==> config.mk <==
export PLATFORM = sky130hd
export DESIGN_NAME = intc_latch_enable
export DESIGN_NICKNAME = d
export VERILOG_FILES = /design/src/include/intc_pkg.sv /design/src/intc_latch_enable.sv /design/src/intc_priority.sv
export SDC_FILE = /design/constraint.sdc
export NUM_CORES = 1
export LEC_CHECK = 0
export ABC_AREA = 1
export BUFFER_PORTS_ARGS = -buffer_cell sky130_fd_sc_hd__buf_2
export CAP_MARGIN = 10
export CORE_ASPECT_RATIO = 2
export CORE_UTILIZATION = 30
export CTS_CLUSTER_SIZE = 30
export DETAILED_ROUTE_END_ITERATION = 8
export PLACE_DENSITY = 0.44
export SKIP_LAST_GASP = 1
export SYNTH_ARGS = -nofsm -noshare
export SYNTH_HDL_FRONTEND = slang
export SYNTH_SLANG_ARGS = --single-unit
==> constraint.sdc <==
create_clock -name i_ref_clk -period 5.72 [get_ports i_ref_clk]
set_clock_uncertainty 0.2 [all_clocks]
set_input_delay 0 -clock i_ref_clk [delete_from_list [all_inputs] [get_ports i_ref_clk]]
set_output_delay 0 -clock i_ref_clk [all_outputs]
set_load 0.02 [all_outputs]
==> src/include/intc_pkg.sv <==
// constants for the interrupt latch and enable unit
package intc_pkg;
    localparam logic [7:0] ADDR_ENABLE_LOW = 8'h3a;
    localparam logic [7:0] ADDR_ENABLE_HIGH = 8'h3b;
    localparam logic [7:0] ADDR_PENDING_LOW = 8'h3c;
    localparam logic [7:0] ADDR_PENDING_HIGH = 8'h3d;
    localparam int NUM_SOURCES = 16;
    localparam int FIRST_LATCH = 2;
    localparam int FIRST_MASKABLE = 4;
    localparam int MASTER_BIT = 0;
    localparam logic [15:0] LATCH_MASK = 16'hfffc;
    localparam logic [15:0] ENABLE_MASK = 16'hfff1;
    localparam logic [15:0] NMI_MASK = 16'h000c;
    localparam int ACCEPT_CYCLES = 8;
endpackage

==> src/intc_latch_enable.sv <==
// pending latches, enable register and acceptance handshake
`timescale 1ns/1ps
module intc_latch_enable #(
    parameter int ACCEPT_LEN = intc_pkg::ACCEPT_CYCLES
) (
    input wire logic i_ref_clk,
    input wire logic i_reset,
    input wire logic [15:0] i_source_req,
    input wire logic [7:0] i_sfr_addr,
    input wire logic i_sfr_wr,
    input wire logic i_sfr_rd,
    input wire logic [7:0] i_sfr_wdata,
    output logic [7:0] o_sfr_rdata,
    input wire logic i_instr_end,
    input wire logic i_unmask_all_instr,
    input wire logic i_mask_all_instr,
    input wire logic i_return_instr,
    input wire logic i_stacked_master,
    output logic o_irq_pending,
    output logic [3:0] o_irq_index,
    output logic o_accept_busy,
    output logic o_accept_done,
    output logic o_master_to_stack,
    output logic o_master_enable_flag
);
    typedef enum logic [1:0] {
        ST_IDLE = 2'b00,
        ST_ACCEPT = 2'b01
    } accept_e;

    initial begin
        if (ACCEPT_LEN < 1 || ACCEPT_LEN > 255) begin
            $error("acceptance length out of range");
        end
    end

    logic [15:0] src_s1_reg;
    logic [15:0] src_s2_reg;
    logic [15:0] src_s3_reg;
    logic [15:0] src_agree;
    logic [15:0] pending_latch_reg;
    logic [15:0] pending_latch_next;
    logic [15:0] enable_reg;
    logic master_enable_flag_reg;
    accept_e state_reg;
    logic [7:0] count_reg;
    logic [3:0] accepted_reg;
    logic [15:0] eligible;
    logic pick_any;
    logic [3:0] pick_index;
    logic [15:0] accept_clear;
    logic [15:0] sw_clear;

    // the master flag has its own register; its byte position stays zero here
    // so a mask or an acceptance is never hidden by a stale written bit on read
    localparam logic [7:0] MASTER_BYTE_BIT = 8'(1 << intc_pkg::MASTER_BIT);

    function automatic logic hit(input logic [7:0] addr, input logic [7:0] target);
        hit = (addr == target);
    endfunction

    // three-stage synchroniser; a rising change counts once stages two and three agree
    always_ff @(posedge i_ref_clk or posedge i_reset) begin
        if (i_reset) begin
            src_s1_reg <= 16'h0000;
            src_s2_reg <= 16'h0000;
            src_s3_reg <= 16'h0000;
        end else begin
            src_s1_reg <= i_source_req;
            src_s2_reg <= src_s1_reg;
            src_s3_reg <= src_s2_reg;
        end
    end

    assign src_agree = ~(src_s2_reg ^ src_s3_reg);

    // filtered level follows the third stage only while the second agrees,
    // so a one-cycle glitch on a request pin never sets a latch
    logic [15:0] src_prev_reg;
    always_ff @(posedge i_ref_clk or posedge i_reset) begin
        if (i_reset) begin
            src_prev_reg <= 16'h0000;
        end else begin
            src_prev_reg <= (src_prev_reg & ~src_agree) | (src_s3_reg & src_agree);
        end
    end

    logic [15:0] req_event;
    assign req_event = src_agree & src_s3_reg & ~src_prev_reg & intc_pkg::LATCH_MASK;

    // eligibility: non-maskable ignore enables, maskable need master and own flag
    assign eligible = pending_latch_reg & (intc_pkg::NMI_MASK
        | ({16{master_enable_flag_reg}} & enable_reg & intc_pkg::LATCH_MASK
           & ~intc_pkg::NMI_MASK));

    intc_priority #(
        .WIDTH(intc_pkg::NUM_SOURCES)
    ) u_pick (
        .i_req(eligible),
        .o_any(pick_any),
        .o_index(pick_index)
    );

    logic start_accept;
    assign start_accept = (state_reg == ST_IDLE) && i_instr_end && pick_any;

    always_comb begin
        accept_clear = 16'h0000;
        if (start_accept) begin
            accept_clear[pick_index] = 1'b1;
        end
    end

    always_comb begin
        sw_clear = 16'h0000;
        if (i_sfr_wr && hit(i_sfr_addr, intc_pkg::ADDR_PENDING_LOW)) begin
            sw_clear[7:0] = ~i_sfr_wdata;
        end
        if (i_sfr_wr && hit(i_sfr_addr, intc_pkg::ADDR_PENDING_HIGH)) begin
            sw_clear[15:8] = ~i_sfr_wdata;
        end
    end

    // writes only clear; a simultaneous request wins over any clear
    assign pending_latch_next = ((pending_latch_reg & ~sw_clear & ~accept_clear) | req_event)
        & intc_pkg::LATCH_MASK;

    always_ff @(posedge i_ref_clk or posedge i_reset) begin
        if (i_reset) begin
            pending_latch_reg <= 16'h0000;
        end else begin
            pending_latch_reg <= pending_latch_next;
        end
    end

    always_ff @(posedge i_ref_clk or posedge i_reset) begin
        if (i_reset) begin
            enable_reg <= 16'h0000;
        end else begin
            if (i_sfr_wr && hit(i_sfr_addr, intc_pkg::ADDR_ENABLE_LOW)) begin
                enable_reg[7:0] <= i_sfr_wdata & intc_pkg::ENABLE_MASK[7:0]
                    & ~MASTER_BYTE_BIT;
            end
            if (i_sfr_wr && hit(i_sfr_addr, intc_pkg::ADDR_ENABLE_HIGH)) begin
                enable_reg[15:8] <= i_sfr_wdata;
            end
        end
    end

    // master flag: acceptance outranks other sources, then return, instructions, writes
    always_ff @(posedge i_ref_clk or posedge i_reset) begin
        if (i_reset) begin
            master_enable_flag_reg <= 1'b0;
        end else if (start_accept) begin
            master_enable_flag_reg <= 1'b0;
        end else if (i_return_instr) begin
            master_enable_flag_reg <= i_stacked_master;
        end else if (i_unmask_all_instr) begin
            master_enable_flag_reg <= 1'b1;
        end else if (i_mask_all_instr) begin
            master_enable_flag_reg <= 1'b0;
        end else if (i_sfr_wr && hit(i_sfr_addr, intc_pkg::ADDR_ENABLE_LOW)) begin
            master_enable_flag_reg <= i_sfr_wdata[intc_pkg::MASTER_BIT];
        end
    end

    // stacked copy is taken before the flag clears
    always_ff @(posedge i_ref_clk or posedge i_reset) begin
        if (i_reset) begin
            o_master_to_stack <= 1'b0;
        end else if (start_accept) begin
            o_master_to_stack <= master_enable_flag_reg;
        end
    end

    always_ff @(posedge i_ref_clk or posedge i_reset) begin
        if (i_reset) begin
            state_reg <= ST_IDLE;
            count_reg <= 8'h00;
            accepted_reg <= 4'h0;
        end else begin
            case (state_reg)
                ST_IDLE: begin
                    if (start_accept) begin
                        state_reg <= ST_ACCEPT;
                        count_reg <= 8'(ACCEPT_LEN - 1);
                        accepted_reg <= pick_index;
                    end
                end
                ST_ACCEPT: begin
                    if (count_reg == 8'h00) begin
                        state_reg <= ST_IDLE;
                    end else begin
                        count_reg <= count_reg - 8'h01;
                    end
                end
                default: begin
                    state_reg <= ST_IDLE;
                end
            endcase
        end
    end

    always_ff @(posedge i_ref_clk or posedge i_reset) begin
        if (i_reset) begin
            o_accept_busy <= 1'b0;
            o_accept_done <= 1'b0;
            o_irq_index <= 4'h0;
            o_irq_pending <= 1'b0;
            o_master_enable_flag <= 1'b0;
        end else begin
            o_accept_busy <= start_accept
                || (state_reg == ST_ACCEPT && count_reg != 8'h00);
            o_accept_done <= (state_reg == ST_ACCEPT) && (count_reg == 8'h00);
            o_irq_index <= start_accept ? pick_index : accepted_reg;
            o_irq_pending <= pick_any && !start_accept;
            o_master_enable_flag <= master_enable_flag_reg;
        end
    end

    // read data registered one cycle after the strobe
    always_ff @(posedge i_ref_clk or posedge i_reset) begin
        if (i_reset) begin
            o_sfr_rdata <= 8'h00;
        end else if (i_sfr_rd) begin
            case (i_sfr_addr)
                intc_pkg::ADDR_ENABLE_LOW: o_sfr_rdata <= enable_reg[7:0]
                    | {7'h00, master_enable_flag_reg};
                intc_pkg::ADDR_ENABLE_HIGH: o_sfr_rdata <= enable_reg[15:8];
                intc_pkg::ADDR_PENDING_LOW: o_sfr_rdata <= pending_latch_reg[7:0];
                intc_pkg::ADDR_PENDING_HIGH: o_sfr_rdata <= pending_latch_reg[15:8];
                default: o_sfr_rdata <= 8'h00;
            endcase
        end
    end

    pick_lowest_a: assert property (@(posedge i_ref_clk) disable iff (i_reset)
        start_accept |-> (eligible & ((16'h0001 << pick_index) - 16'h0001)) == 16'h0000)
        else $error("lower eligible source passed over");

    latch_clear_a: assert property (@(posedge i_ref_clk) disable iff (i_reset)
        start_accept && !req_event[pick_index] |=> !pending_latch_reg[$past(pick_index)])
        else $error("accepted latch not cleared");
    sw_no_set_a: assert property (@(posedge i_ref_clk) disable iff (i_reset)
        (req_event == 16'h0000) |=> (pending_latch_reg & ~$past(pending_latch_reg)) == 16'h0000)
        else $error("latch set without request");
    req_wins_a: assert property (@(posedge i_ref_clk) disable iff (i_reset)
        req_event != 16'h0000 |=> (pending_latch_reg & $past(req_event)) == $past(req_event))
        else $error("request lost");
    master_gate_a: assert property (@(posedge i_ref_clk) disable iff (i_reset)
        start_accept && !master_enable_flag_reg |-> pick_index inside {4'h2, 4'h3})
        else $error("maskable accepted while masked");
    master_clear_a: assert property (@(posedge i_ref_clk) disable iff (i_reset)
        start_accept |=> !master_enable_flag_reg && o_master_to_stack == $past(master_enable_flag_reg))
        else $error("master not stacked and cleared");
    master_return_a: assert property (@(posedge i_ref_clk) disable iff (i_reset)
        !start_accept && i_return_instr |=> master_enable_flag_reg == $past(i_stacked_master))
        else $error("return did not reload master");
    nmi_free_a: assert property (@(posedge i_ref_clk) disable iff (i_reset)
        state_reg == ST_IDLE && i_instr_end && pending_latch_reg[2] |-> start_accept)
        else $error("non-maskable not taken");
    accept_len_a: assert property (@(posedge i_ref_clk) disable iff (i_reset)
        start_accept |-> ##9 o_accept_done)
        else $error("acceptance end misplaced");
    busy_len_a: assert property (@(posedge i_ref_clk) disable iff (i_reset)
        start_accept |=> o_accept_busy [*8] ##1 !o_accept_busy)
        else $error("busy not eight cycles");
    enable_gate_a: assert property (@(posedge i_ref_clk) disable iff (i_reset)
        start_accept && pick_index >= 4'h4 |-> enable_reg[pick_index])
        else $error("disabled source accepted");
endmodule

==> src/intc_priority.sv <==
// fixed priority picker: lowest set index wins
`timescale 1ns/1ps
module intc_priority #(
    parameter int WIDTH = 16
) (
    input wire logic [WIDTH-1:0] i_req,
    output logic o_any,
    output logic [3:0] o_index
);
    initial begin
        if (WIDTH > 16) begin
            $error("priority picker width above 16 not supported");
        end
    end

    always_comb begin
        o_any = 1'b0;
        o_index = 4'h0;
        for (int i = WIDTH - 1; i >= 0; i--) begin
            if (i_req[i]) begin
                o_any = 1'b1;
                o_index = 4'(i);
            end
        end
    end
endmodule

=== After elaboration in Yosys (flattened, before gate mapping) ===
Cells that the tools add are included.

* Magnitude comparators: 2
* Reduce and logical (&&, ||, !) cells: 19
* Add/sub/neg operators: 1
* Bitwise operators: 17
* Muxes and demuxes: 50
* Equality and inequality tests: 8

{| class="wikitable"
|+ Operators with widths
! kind !! number
|-
| 16-bit AND || 7
|-
| 16-bit inverter || 5
|-
| 4-bit 2-to-1 mux || 17
|-
| 8-bit by 6-bit == test with 1-bit output, second input constant || 4
|-
| 8-bit 2-to-1 mux || 4
|-
| 16-bit OR || 2
|-
| 8-bit one-hot mux with 4 select lines || 1
|-
| 1-bit 2-to-1 mux || 22
|-
| 16-bit 2-to-1 mux || 1
|-
| 8-bit one-hot mux with 2 select lines || 1
|-
| 16-bit XOR || 1
|-
| 1-bit logical AND || 10
|-
| 8-bit zero test || 1
|-
| 8-bit inverter || 1
|-
| 8-bit by 1-bit OR with 8-bit output || 1
|-
| 8-bit nonzero test || 1
|-
| 8-bit by 1-bit subtractor with 8-bit output, second input constant || 1
|-
| 2-bit != test, second input constant || 3
|-
| 4-bit by 5-bit < comparator with 1-bit output, second input constant || 1
|-
| 5-bit nonzero test || 1
|-
| 1-bit demux with 4-bit select || 1
|-
| 4-bit by 1-bit greater-or-equal comparator with 1-bit output, second input constant || 1
|-
| 2-bit 2-to-1 mux || 2
|-
| 2-bit one-hot mux with 2 select lines || 1
|-
| 7 further kinds || 7
|}

* Register bits after elaboration: 122
* Bits of input ports: 41
* Logic and storage cells: 115
* Output and inout port bits: 17

=== Logic depth before layout (Yosys ltp) ===
* Word-level depth: 26
* Gate-level depth with buffers: 19
* Mapped depth without buffers: 18

=== Cells and area by module ===
A second synthesis with hierarchy kept.

* Cells, all modules: 530
* Area, all modules: 4948.5 µm²

{| class="wikitable"
|+ Modules (own cells, without submodules)
! module !! area an instance (µm²) !! seq. area each (µm²) !! times used !! cells each
|-
| intc_latch_enable || 4739.5 || 2827.7 || 1 || 481
|-
| intc_priority || 209.0 || 0.0 || 1 || 49
|}

=== Worst setup path before layout ===
No wires, ideal clock.

* Path kind: reg-to-reg
* Start: register master_enable_flag_reg
* End: register count_reg[4]
* Stages on the path, launching flop included: 15
* Data required time: 5.443 ns
* Clock period less this slack: 1.874 ns
* Library setup time: 0.077 ns
* Setup slack: 3.846 ns
* Data arrival time: 1.597 ns
* Path buffers: 1
* Cell sequence: dfrtp_1 buf_6 nand3_2 nand2_2 nor2_4 inv_2 nor3_2 inv_2 nand2_4 nand2_4 nand2_2 nor2_1 nand2_2 o21ai_1 a21oi_1

* Word-level cells in the longest chain between the ends: 21

{| class="wikitable"
|+ RTL lines
! what !! line !! RTL
|-
| start, declared || intc_latch_enable.sv:44 || <nowiki>logic master_enable_flag_reg;</nowiki>
|-
| start signal, assigned || intc_latch_enable.sv:157 || <nowiki>master_enable_flag_reg <= i_stacked_master;</nowiki>
|-
| start signal, assigned || intc_latch_enable.sv:163 || <nowiki>master_enable_flag_reg <= i_sfr_wdata[intc_pkg::MASTER_BIT];</nowiki>
|-
| 16-bit AND (*) || intc_latch_enable.sv:93 || <nowiki>| ({16{master_enable_flag_reg}} & enable_reg & intc_pkg::LATCH_MASK</nowiki>
|-
| 16-bit AND (*) || intc_latch_enable.sv:92 || <nowiki>assign eligible = pending_latch_reg & (intc_pkg::NMI_MASK</nowiki>
|-
| 1-bit 2-to-1 mux (11 in series) || intc_priority.sv:20 || <nowiki>if (i_req[i]) begin</nowiki>
|-
| 1-bit 2-to-1 mux (*) (5 in series) || intc_priority.sv:20 ||
|-
| 1-bit logical AND (*) || intc_latch_enable.sv:105 || <nowiki>assign start_accept = (state_reg == ST_IDLE) && i_instr_end && pick_any;</nowiki>
|-
| 2-bit != test (no source line) (*) || -- ||
|-
| 3-bit AND reduction (no source line) (*) || -- ||
|-
| end signal, assigned || intc_latch_enable.sv:186 || <nowiki>count_reg <= 8'(ACCEPT_LEN - 1);</nowiki>
|-
| end signal, assigned || intc_latch_enable.sv:194 || <nowiki>count_reg <= count_reg - 8'h01;</nowiki>
|-
| end, declared || intc_latch_enable.sv:46 || <nowiki>logic [7:0] count_reg;</nowiki>
|}

Mark *: on every way between the ends. The rest lies on a longest branch, timed or not.
A chain may end at the register's enable or synchronous reset.

=== Worst setup path in the final report ===
* Start: register master_enable_flag_reg
* End: register pending_latch_reg[5]

* Word-level cells in the longest chain between the ends: 26
* Elaborated cells on any way between the ends: 44
* Classes of those cells: 2 x order compare; 35 x mux; 5 x bitwise; 2 x reduce/logical

{| class="wikitable"
|+ RTL lines
! what !! line !! RTL
|-
| 16-bit AND (*) || intc_latch_enable.sv:93 ||
|-
| 16-bit AND (*) || intc_latch_enable.sv:92 ||
|-
| 4-bit 2-to-1 mux (16 in series) || intc_priority.sv:20 ||
|-
| 4-bit by 5-bit < comparator with 1-bit output (implied by the code) / 4-bit by 1-bit greater-or-equal comparator with 1-bit output (equally long branches) || intc_latch_enable.sv:110 || <nowiki>accept_clear[pick_index] = 1'b1;</nowiki>
|-
| 1-bit logical AND (implied by the code) || intc_latch_enable.sv:110 ||
|-
| 1-bit 2-to-1 mux (implied by the code) || intc_latch_enable.sv:110 ||
|-
| 1-bit demux with 4-bit select || intc_latch_enable.sv:110 ||
|-
| 16-bit 2-to-1 mux (*) || intc_latch_enable.sv:109 || <nowiki>if (start_accept) begin</nowiki>
|-
| 16-bit inverter (*) || intc_latch_enable.sv:125 || <nowiki>assign pending_latch_next = ((pending_latch_reg & ~sw_clear & ~accept_clear) | req_event)</nowiki>
|-
| 16-bit AND (*) || intc_latch_enable.sv:125 ||
|-
| 16-bit OR (*) || intc_latch_enable.sv:125 ||
|-
| via pending_latch_next[5] || intc_latch_enable.sv:42 || <nowiki>logic [15:0] pending_latch_next;</nowiki>
|-
| end signal, assigned || intc_latch_enable.sv:132 || <nowiki>pending_latch_reg <= pending_latch_next;</nowiki>
|-
| end, declared || intc_latch_enable.sv:41 || <nowiki>logic [15:0] pending_latch_reg;</nowiki>
|}

The timed path passes the listed nets; every way through them passes the cells marked *.

==> flow_summary.toml <==
[sta]
max_slew_margin_pct = 33.34
hold_viol = 1
worst_slew_pin_slew_ns = 0.9963
whs_ns = -0.0004724
rsz0062_at_grt = "no"
tns_ns = 0
setup_viol = 0
setup_ws_ns = 2.768
slew_violations = 0
fin_crit_sh_pct = 51.60
max_freq_mhz = 338.8
period_needed_ns = 2.952

[place]
placed_cell_area_mm2 = 0.005200
place_ws_ns = 3.043
portBuffers = 55
routabilityCongestion = 0.8387
placed_cells = 711
hpwl_mm = 7.753

[detailed_routing]
drt_pass1_iterations = 4
routed_wl_mm = 10.47
wire_per_inst_um = 13.58
drtIter0Drc = 211
drc_errors = 0
vias_per_cell = 4.454
vias = 3434
antenna_left = 0

[critical_path]
cp-end-kind = "flip-flop"
arrival_ns = 3.05
cp-start-kind = "flip-flop"
r2r_start = "master_enable_flag_reg"
critical_path.startpoint = "master_enable_flag_reg"
crit_fanout = 14
crit_required_ns = 5.82
worst-setup-path-type = "flip-flop to flip-flop"

[synthesis]
synth-seq-area-share_pct = 60.27
ys_ff_latch = 113
ys.flop_type = "dfrtp_1"
syn-instance-count = 461
synth_top_area_share_pct = 60.27
synthArstFlopShare_pct = 100.0
synthTopCellsByArea = "dfrtp_1, nand2_1, inv_1, ha_1, o21ai_0"
yosysMostFrequentCell = "dfrtp_1"
synth_edf_count = 0
yosys.area.top_type = "dfrtp_1"
avgSynthCellArea_um2 = 10.18
synth_cell_types = 36
synthesis.area_mm2 = 0.004692
yosysWarnings = 0
synth.top_cells.by_count = "dfrtp_1, nand2_1, inv_1"
syn_nets = 518

[global_route]
grt_pass1_wl_mm = 17.31
antenna_found_initial = 0
grt_usage_pct = 14.32
grt_max_degree = 71
grt_pass1_vias = 3513
globalRouteOverflowTotal = 0

[cells_and_area]
stdcell_area_mm2 = 0.006052
area_growth_pct = 28.99
fin_util_pct = 39.57
stdcell_count = 771
num_antenna_cells = 0
drive_gt1_share_pct = 21.12
nFillCells = 1539
nets = 618

[clock_network]
ctsHoldBuffers = 29
cts_tree = "built"
clock_latency_ns = 0.41
post-cts-setup-buffer-count = 0
root_buffer = "clkbuf_16"
cts_made_buffers = 17
h-tree-depth = 4
ctsResizeCount = 0
clk_path_buf_depth = 2
clkSlewWorstSetupHoldPaths_ns = 0.06
clkSinkCount = 113

[floorplan]
core_area_mm2 = 0.01529
die_area_mm2 = 0.01617
rows = 64
initial_utilization_pct = 30.68
num_io_pins = 58
fp.dieH_um = 178.9
die_x_um = 90.43

[power]
power.static_leakage_uw = 0.003035
powerDensity_mw_per_mm2 = 329.1
ir_drop_v = 0.0001916

[worst_hold_path]
hold_path.class = "input pin to asynchronous set/reset pin"

[outcome]
violations = "negative hold slack"
status = "finished, violations left"

[job]
cap_viol_max_count = 0
[power breakdown]
part | total (uW) | internal [uW] | leakage [uW] | switching, uW
Clock | 1010 | 644 | 0.000267 | 362
Combinational | 127 | 53.6 | 0.00146 | 73.3
Sequential | 859 | 839 | 0.00130 | 20.1
Total | 1990 | 1540 | 0.00303 | 456
[per-stage QoR]
| step | power [uW] | hold WS, ns |
|---|---|---|
| 2_1_floorplan | 945.3 | -0.1686 |
| 3_3_place_gp | 982.0 | -0.1015 |
| 3_5_place_dp | 988.4 | -0.09293 |
| 4_1_cts | 2022 | 0.007140 |
| 5_1_grt | 2082 | 0.01492 |
| 6_report | 1992 | -0.0004724 |
[cell usage in the layout, fill, tap and decap left out, drive strengths merged, types with 2 or more instances in the layout]
cell type / netlist / layout
a21oi: 34 / 34
dfrtp: 113 / 113
nor3: 4 / 4
o21a: 4 / 4
mux2: 8 / 8
clkbuf: 1 / 20
dlygate4sd3: 0 / 29
bufinv: 0 / 2
o211ai: 3 / 3
nand3: 20 / 20
o21ai: 37 / 37
buf: 3 / 56
o221ai: 2 / 2
inv: 71 / 71
nand2: 87 / 87
o22ai: 5 / 5
nor2: 34 / 34
nand4: 10 / 10
clkinvlp: 0 / 4
ha: 16 / 16
a22o: 3 / 3
clkinv: 0 / 5
[layout make-up]
class | instances | area, um^2 | share of cell area (%)
clock buffer | 20 | 446.7 | 7.381
clock inverter | 11 | 115.1 | 1.902
inverter | 71 | 269.0 | 4.445
multi-input combinational | 273 | 1573 | 25.99
sequential | 113 | 2828 | 46.72
tap | 198 | 247.7 | 4.093
timing repair buffer | 85 | 573.1 | 9.469
[path summary, 6_finish.rpt]
path / to / slack [ns] / cells past startpoint
setup / recovery: pending_latch_reg[5] / 2.77 / 8
hold / removal: src_s1_reg[15] / -0.0005 / 3
setup reg to reg: pending_latch_reg[5] / 2.77 / 8
hold reg to reg: src_s2_reg[9] / 0.15 / 0
max in group asynchronous: src_s3_reg[13] / 4.02 / 4
min in group i_ref_clk: src_s1_reg[3] / 0.02 / 2
[critical path, stage by stage (launching register included)]
cell and delay [ns]:
dfrtp_1 0.78, nand3_1 0.37, nand2_1 0.20, o21ai_0 0.12
nor2_1 0.30, nand4_1 0.14, o211ai_1 0.09, dlygate4sd3_1 0.56
o21ai_0 0.07
[layer usage]
| layer | vias to the layer above | global-route usage [%] | part of all wire, % |
|---|---|---|---|
| li1 | 1714 | - | - |
| met1 | 1626 | 14.01 | 38 |
| met2 | 73 | 26.59 | 55 |
| met3 | 21 | 3.902 | 3.0 |
| met4 | 0 | 8.669 | 4.2 |
| met5 | - | 0 | 0 |
[logic make-up (layout without fill, tap and decap cells)]
| logic type | Yosys count | in the layout | share of synthesized area (%) |
|---|---|---|---|
| AND/OR/NAND/NOR | 157 | 157 | 16.05 |
| flip-flops | 113 | 113 | 60.27 |
| AO/OA/AOI/OAI | 91 | 91 | 11.09 |
| buffers and inverters | 75 | 187 | 6.213 |
| adder cells (fa/ha/maj) | 16 | 16 | 4.267 |
| multiplexers | 8 | 8 | 1.920 |
| XOR/XNOR | 1 | 1 | 0.1867 |
Power figures use the tool's default switching activity.
